**src/design/bchr_pkg.sv**
```systemverilog
// package: offsets, field layout and reset values of the bridge header dwords 08h-1ch
package bchr_pkg;
  localparam logic [7:0] OFF_CATEGORY = 8'h08;
  localparam logic [7:0] OFF_LINE_TIMER = 8'h0c;
  localparam logic [7:0] OFF_RSVD_LO = 8'h10;
  localparam logic [7:0] OFF_RSVD_HI = 8'h14;
  localparam logic [7:0] OFF_BUS = 8'h18;
  localparam logic [7:0] OFF_IO = 8'h1c;
  localparam logic [7:0] CATEGORY_PROG_IF = 8'h00;
  localparam logic [7:0] CATEGORY_SUB_CLASS = 8'h04;
  localparam logic [7:0] CATEGORY_BASE_CLASS = 8'h06;
  localparam logic [7:0] LINE_SIZE_MASK = 8'h3c;
  localparam logic [6:0] HEADER_LAYOUT = 7'h01;
  localparam logic [0:0] HEADER_MULTI_FUNC = 1'h0;
  localparam logic [1:0] IO_ADDR_CAP = 2'h1;
  localparam logic [7:0] RST_BYTE = 8'h00;
  localparam logic [3:0] RST_NIBBLE = 4'h0;
  localparam int LINE_LSB = 0;
  localparam int PRI_LAT_LSB = 8;
  localparam int HDR_LSB = 16;
  localparam int SEC_LAT_LSB = 24;
  localparam int PRI_BUS_LSB = 0;
  localparam int SEC_BUS_LSB = 8;
  localparam int SUB_BUS_LSB = 16;
  localparam int IO_BASE_LSB = 4;
  localparam int IO_LIMIT_LSB = 12;
  localparam int IO_LIMIT_CAP_LSB = 8;
endpackage

```
**src/design/bchr_regs.sv**
```systemverilog
// bridge configuration header dwords 08h through 1ch
//
// Implementation choice: the strobed register port.
`timescale 1ns/1ps
// Contract
// - category code reads fixed bridge values
// - line size bits 5:2 writable, reset zero
// - line size bits 1:0, 7:6 read zero
// - primary latency timer writable only reverse
// - secondary latency timer writable only forward
// - header type reads bridge layout, single function
// - offsets 10h-17h reserved, read zero
// - three writable bus numbers at 18h
// - io base low bits read 01, nibble writable
// - io limit low bits read 01, nibble writable
module bchr_regs (
  input wire logic i_clk,
  input wire logic i_rst_n,
  input wire logic i_reverse_strap,
  input wire logic [7:0] i_addr,
  input wire logic [31:0] i_wdata,
  input wire logic [3:0] i_be,
  input wire logic i_wr,
  input wire logic i_rd,
  output logic [31:0] o_rdata,
  output logic o_reverse,
  output logic [7:0] o_pri_bus,
  output logic [7:0] o_sec_bus,
  output logic [7:0] o_sub_bus
);
  typedef struct packed {
    logic strap_done;
    logic reverse;
    logic [3:0] line_size;
    logic [7:0] pri_lat;
    logic [7:0] sec_lat;
    logic [7:0] pri_bus;
    logic [7:0] sec_bus;
    logic [7:0] sub_bus;
    logic [3:0] io_base;
    logic [3:0] io_limit;
    logic [31:0] rdata;
  } bchr_state_type;

  bchr_state_type s_q;
  bchr_state_type s_d;
  // release chain kept out of the state struct: it alone runs on the raw reset
  logic [1:0] rst_sync_q;
  logic rst_n;

  // composes the dword view of one offset; unmapped and reserved offsets read zero
  function automatic logic [31:0] read_word(input bchr_state_type s, input logic [7:0] a);
    logic [31:0] w;
    w = 32'h0;
    unique case (a)
      bchr_pkg::OFF_CATEGORY:
        w = {bchr_pkg::CATEGORY_BASE_CLASS, bchr_pkg::CATEGORY_SUB_CLASS, bchr_pkg::CATEGORY_PROG_IF, 8'h00};
      bchr_pkg::OFF_LINE_TIMER:
        w = {8'h00, bchr_pkg::HEADER_MULTI_FUNC, bchr_pkg::HEADER_LAYOUT, s.pri_lat, 2'h0, s.line_size, 2'h0};
      bchr_pkg::OFF_BUS:
        w = {s.sec_lat, s.sub_bus, s.sec_bus, s.pri_bus};
      bchr_pkg::OFF_IO:
        w = {16'h0000, s.io_limit, 2'h0, bchr_pkg::IO_ADDR_CAP, s.io_base, 2'h0, bchr_pkg::IO_ADDR_CAP};
      default:
        w = 32'h0;
    endcase
    return w;
  endfunction

  assign rst_n = rst_sync_q[1];

  always_comb
  begin
    s_d = s_q;
    // the strap is caught once, on the first clock after release, and then frozen
    if (!s_q.strap_done)
    begin
      s_d.reverse = i_reverse_strap;
      s_d.strap_done = 1'b1;
    end
    if (i_wr && i_addr == bchr_pkg::OFF_LINE_TIMER)
    begin
      if (i_be[0])
        s_d.line_size = i_wdata[bchr_pkg::LINE_LSB + 2 +: 4];
      if (i_be[1] && s_q.reverse)
        s_d.pri_lat = i_wdata[bchr_pkg::PRI_LAT_LSB +: 8];
    end
    if (i_wr && i_addr == bchr_pkg::OFF_BUS)
    begin
      if (i_be[0])
        s_d.pri_bus = i_wdata[bchr_pkg::PRI_BUS_LSB +: 8];
      if (i_be[1])
        s_d.sec_bus = i_wdata[bchr_pkg::SEC_BUS_LSB +: 8];
      if (i_be[2])
        s_d.sub_bus = i_wdata[bchr_pkg::SUB_BUS_LSB +: 8];
      if (i_be[3] && !s_q.reverse)
        s_d.sec_lat = i_wdata[bchr_pkg::SEC_LAT_LSB +: 8];
    end
    if (i_wr && i_addr == bchr_pkg::OFF_IO)
    begin
      if (i_be[0])
        s_d.io_base = i_wdata[bchr_pkg::IO_BASE_LSB +: 4];
      if (i_be[1])
        s_d.io_limit = i_wdata[bchr_pkg::IO_LIMIT_LSB +: 4];
    end
    // read data stand exactly one cycle after the strobe, zero otherwise
    s_d.rdata = i_rd ? read_word(s_q, i_addr) : 32'h0;
  end

  // only the sync chain sees the raw reset; all else uses the released copy
  always_ff @(posedge i_clk or negedge i_rst_n)
  begin
    if (!i_rst_n)
      rst_sync_q <= 2'h0;
    else
      rst_sync_q <= {rst_sync_q[0], 1'h1};
  end

  always_ff @(posedge i_clk or negedge rst_n)
  begin
    if (!rst_n)
    begin
      s_q.strap_done <= 1'b0;
      s_q.reverse <= 1'b0;
      s_q.line_size <= bchr_pkg::RST_NIBBLE;
      s_q.pri_lat <= bchr_pkg::RST_BYTE;
      s_q.sec_lat <= bchr_pkg::RST_BYTE;
      s_q.pri_bus <= bchr_pkg::RST_BYTE;
      s_q.sec_bus <= bchr_pkg::RST_BYTE;
      s_q.sub_bus <= bchr_pkg::RST_BYTE;
      s_q.io_base <= bchr_pkg::RST_NIBBLE;
      s_q.io_limit <= bchr_pkg::RST_NIBBLE;
      s_q.rdata <= 32'h0;
    end
    else
    begin
      s_q.strap_done <= s_d.strap_done;
      s_q.reverse <= s_d.reverse;
      s_q.line_size <= s_d.line_size;
      s_q.pri_lat <= s_d.pri_lat;
      s_q.sec_lat <= s_d.sec_lat;
      s_q.pri_bus <= s_d.pri_bus;
      s_q.sec_bus <= s_d.sec_bus;
      s_q.sub_bus <= s_d.sub_bus;
      s_q.io_base <= s_d.io_base;
      s_q.io_limit <= s_d.io_limit;
      s_q.rdata <= s_d.rdata;
    end
  end

  assign o_rdata = s_q.rdata;
  assign o_reverse = s_q.reverse;
  assign o_pri_bus = s_q.pri_bus;
  assign o_sec_bus = s_q.sec_bus;
  assign o_sub_bus = s_q.sub_bus;
endmodule // bchr_regs

```
**config.mk**
```make
export PLATFORM = sky130hd
export DESIGN_NAME = bchr_regs
export DESIGN_NICKNAME = d
export VERILOG_FILES = /design/src/design/bchr_pkg.sv /design/src/design/bchr_regs.sv
export SDC_FILE = /design/constraint.sdc
export NUM_CORES = 1
export LEC_CHECK = 0
export ABC_CLOCK_PERIOD_IN_PS = 2410
export BUFFER_PORTS_ARGS = -buffer_cell sky130_fd_sc_hd__buf_2
export CAP_MARGIN = 40
export CELL_PAD_IN_SITES_DETAIL_PLACEMENT = 1
export CELL_PAD_IN_SITES_GLOBAL_PLACEMENT = 1
export CORE_MARGIN = 2
export CORE_UTILIZATION = 30
export CTS_CLUSTER_DIAMETER = 50
export DETAILED_ROUTE_END_ITERATION = 12
export HOLD_SLACK_MARGIN = 0.02
export PLACE_DENSITY = 0.68
export SETUP_SLACK_MARGIN = 0.02
export SYNTH_ARGS = -nofsm -noshare
export SYNTH_HDL_FRONTEND = slang
export SYNTH_SLANG_ARGS = --single-unit
```
**constraint.sdc**
```tcl
create_clock -name i_clk -period 2.41 [get_ports i_clk]
set_input_delay 0.241 -clock i_clk [delete_from_list [all_inputs] [get_ports i_clk]]
set_output_delay 0.241 -clock i_clk [all_outputs]
set_load 0.02 [all_outputs]
```
# Yosys cells after proc, flatten, opt, wreduce, memory -nomap -nowiden
# Index checks and enable logic that the tools add are counted.
[word_totals]
reg_bits = 88
out_inout_bits = 57
inputBits = 49
wordCells = 32
[classes]
n_eq_ne = 4
mux = 2
n_reduce_logical = 14
[ops]
columns = ["cell", "n"]
rows = [
  ["32-bit one-hot mux with 4 select lines", 1],
  ["32-bit 2-to-1 mux", 1],
  ["8-bit by 4-bit equality test with 1-bit output, second input constant", 2],
  ["8-bit by 5-bit equality test with 1-bit output, second input constant", 2],
  ["2-bit AND reduction", 8],
  ["1-bit logical AND", 5],
  ["1-bit zero test", 1],
]

# Longest topological paths before layout
[depth]
ltp_word = 3
depth_mapped = 5
mapped_depth_nobuf = 3

# Worst setup path after synthesis
# OpenSTA, ideal clock, no wires.
[synth_timing]
path_type = "input to register"
start = "input port i_addr[5]"
end = "register s_q[72] (netlist bit)"
stages = 4
n_path_buf = 1
setup_slack_ns = 0.926
arrival_ns = 1.359
required_time_ns = 2.285
setup_ns = 0.125
path_cell_list = "nor4_2 -> and4_1 -> buf_4 -> mux2_2"
[synth_via]
elab_chain_cells = 3
[synth_rtl]
columns = ["element", "line", "rtl"]
rows = [
  ["from (decl)", "bchr_regs.sv:20", "input wire logic [7:0] i_addr,"],
  ["8-bit by 4-bit equality test with 1-bit output", "bchr_regs.sv:81", "if (i_wr && i_addr == bchr_pkg::OFF_LINE_TIMER)"],
  ["1-bit logical AND", "bchr_regs.sv:81", ""],
  ["2-bit AND reduction (no line)", "n/a", ""],
  ["to (decl)", "bchr_regs.sv:45", "bchr_state_type s_q;"],
]
# No other way between the ends.
# A chain may end at the register's enable or synchronous reset.

# Worst setup path in the final report
[layout_timing]
start = "input port i_addr[2]"
end = "register s_q, in the netlist o_sub_bus[1]"
[layout_via]
elab_chain_cells = 3
[layout_rtl]
columns = ["element", "line", "rtl"]
rows = [
  ["8-bit by 5-bit equality test with 1-bit output", "bchr_regs.sv:88", "if (i_wr && i_addr == bchr_pkg::OFF_BUS)"],
  ["1-bit logical AND", "bchr_regs.sv:88", ""],
  ["2-bit AND reduction (no line)", "n/a", ""],
]
# No other way between the ends.

==> summary.md <==
| Metric | Value |
|---|---|
| Comb power frac | `0.056` |
| Most frequent cell after synthesis | `dfrtp_1` |
| CTS Sinks | `88` |
| Synth cell count leaders | `dfrtp_1, buf_4, mux2_2` |
| Reg2reg end | `s_q[77]` |
| GR Overflow Total | `0` |
| Area delta synth->final | `15.9%` |
| Worst Reg-to-Reg Cells | `2` |
| Worst Setup SP | `i_addr[2]` |
| Distinct cells, synth | `28` |
| DP Wirelength | `between 6000 and 7000 um` |
| PwrDens | `662 nW/um2` |
| Internal | `~2.4 mW` |
| WL/cell | `between 15 and 20 um` |
| Sw Ratio | `0.212` |
| Register area share after synthesis | `0.556` |
| P_leak | `roughly 2.4 nW` |
| Initial core utilization | `0.310` |
| Final Critical Period | `1.69 ns` |
| Syn_area_per_cell | `about 13 um2` |
| Cts bufs inserted | `9` |
| Synth area leaders | `dfrtp_1, mux2_2, buf_4` |
| Max-cap viol count | `0` |
| Setup crit end kind | `register` |
| Unrepaired setup endpoints after global routing | `no` |
| Total die area | `between 10000 and 15000 um2` |
| Number of synthesized flops with an enable pin | `0` |
| Critical Path AT | `~1.9 ns` |
| Worst r2r src | `o_reverse` |
| Vias | `2413` |
| Layout Nets | `around 410` |
| FMAX | `590 MHz` |
| Initial antenna violation count | `2` |
| DRT Wirelength | `8930 um` |
| Clock Tree Root | `clkbuf_16` |
| Vias in the first global route | `2698` |
| WP data required | `~2.6 ns` |
| Clk_lat worst skew | `0.34 ns` |
| R2r setup slk | `1.00 ns` |
| Clock Power Share | `0.437` |
| Fin. Hold Viols | `0` |
| Crit Path Class | `in2reg` |
| Hold path startpoint | `i_reverse_strap` |
| HP Class | `in2reg` |
| Floorplan core area | `around 13000 um2` |
| DR DRC count | `0` |
| Yosys warnings | `0` |
| 1st-iter DRT viols | `around 60` |
| Max-slew headroom | `0.441` |
| Main synth FF type | `dfrtp_1` |
| Register area | `2210 um2` |
| Peak VDD IR | `0.360 mV` |
| Setup TNS | `0 ns` |
| Gr usage total | `0.135` |
| H-tree lvl count | `3` |
| Hold path cells | `2` |
| Filler cells | `1381` |
| Final Slew Violations | `0` |
| Placed inst area | `4300 um2` |
| Top Ports | `approximately 110` |
| RePlAce Congestion | `about 0.75` |
| Post-synth top area cell | `dfrtp_1` |
| Fin Clk Skew | `0.00590 ns` |
| Sw Pwr | `0.644 mW` |
| Routed Antenna Nets | `0` |
| Port Buffers | `105` |
| Worst-path clk slew | `around 0.060 ns` |
| Mapped Cells | `304` |
| Startpoint Class | `input port` |
| Post-synth top area share | `0.556` |
| Final setup fails | `0` |
| Largest net degree at the start of global routing | `64` |
| Mapped Area | `roughly 4000 um2` |
| First-pass GRT wire length | `about 14000 um` |
| Number of synthesized register bits | `between 80 and 90` |
| Detailed-route vias per instance | `4.51` |
| Outcome | `completed` |
| Die W | `~120 um` |
| Multi-input gate area | `1270 um2` |
| Fraction of synthesis flops using an asynchronous set or reset pin | `1.00` |
| Detailed Routing Iterations Pass 1 | `6` |
| Die Ht | `approximately 120 um` |
| Flop pwr share | `0.507` |
| # rows | `a little over 40` |
| Final instance area | `4590 um2` |
| Min-Delay Endpoint | `o_reverse` |
| Worst Path Max Fanout | `22` |
| Max clock buf depth | `2` |
| Layout Utilization | `0.359` |
| Layout cells sized above 1 | `0.529` |
| Fin crit share | `0.703` |
| Worst-Margin Slew | `0.839 ns` |
| CTS tree | `built` |
area by class of cell:
class,count,share of cell area
repair buffers,113,0.131
clock buffers,12,0.0537
well taps,172,0.0469
multi-input cells,144,0.278
diodes,2,0.00109
flip-flops and latches,88,0.481
inverters,3,0.00245
clock inverters,1,0.00654
routing by layer:
layer	part of all wire	global-route usage	routed length [um]	vias to the layer above
met1	0.42	0.163	3760	1214
met2	0.49	0.216	4350	74
met4	0.024	0.0610	215	0
met3	0.068	0.0503	608	15
met5	0	0	0	-
li1	-	-	-	1110
through the flow:
step                setup WS, ns  power (mW)  hold slack, ns  instances
detailed placement         0.365        1.74          0.0262        519
finish                     0.715        3.04           0.135        535
global route               0.610        3.17           0.120        534
floorplan                  0.925        1.65         -0.0546        305
global placement           0.442        1.73          0.0270        519
CTS                        0.732        3.11           0.117        533
worst max-delay path, cell delays in order:
cell and delay (ns):
buf_2 0.27, nor2b_1 0.62, nand4_2 0.39, mux2_2 0.38
what timing repair did:
action	4_1_cts	5_1_grt
hold buffers	1	0
endpoints found under the hold margin	2	0
resized for setup	0	0
buffers inserted	0	0
worst max-delay path by stage:
stage	endpoint	slack, ns	depth (start not counted)
6_report	o_sub_bus[1]	0.72	4
5_1_grt	o_sub_bus[1]	0.61	4
4_1_cts	o_sub_bus[1]	0.73	4
3_5_place_dp	o_sub_bus[1]	0.37	4
3_3_place_gp	s_q[77]	0.44	4
2_1_floorplan	o_pri_bus[0]	0.92	0
cell families (layout without fill, tap and decap cells):
kind of cell / count (synthesis) / count (layout) / synth area share
flip-flops: 88 / 88 / 0.556
buffers and inverters: 73 / 129 / 0.126
AND/OR/NAND/NOR: 63 / 63 / 0.117
multiplexers: 61 / 61 / 0.173
AO/OA/AOI/OAI: 18 / 18 / 0.0262
other: 1 / 4 / 0.000948
power by group through the flow:
stage	combinational (mW)	sequential [mW]	clock (mW)
floorplan	0.0884	1.56	0
global placement	0.168	1.57	0
detailed placement	0.171	1.57	0
CTS	0.172	1.54	1.39
global route	0.185	1.55	1.44
finish	0.169	1.54	1.33
placed cells by master, fill, tap and decap left out:
master,instances
nor4b_4,2
bufinv_16,1
nor4b_1,1
mux2_2,59
nor3b_2,1
nor2_1,1
nand2_1,2
nor4_4,1
nand4_4,3
and3_1,4
nor2b_1,2
o211ai_1,1
dlygate4sd3_1,1
and2_1,14
clkbuf_16,9
nand4_2,1
and4_1,1
a21oi_1,13
mux2i_1,2
buf_4,6
diode_2,2
inv_1,3
dfrtp_1,87
nand3_1,15
o32ai_1,3
buf_2,105
nand4_1,13
nor3_1,2
o21ai_0,1
buf_12,1
clkbuf_8,1
clkbuf_1,2
dfrtp_4,1
conb_1,2
registers in the layout (all words and copies together), names as in the netlist:
signal and cells:
s_q 29, o_rdata 32, rst_sync_q 2, o_sec_bus 8, o_sub_bus 8, o_reverse 1
o_pri_bus 8
Note: power is estimated with default switching activity, not from simulation.
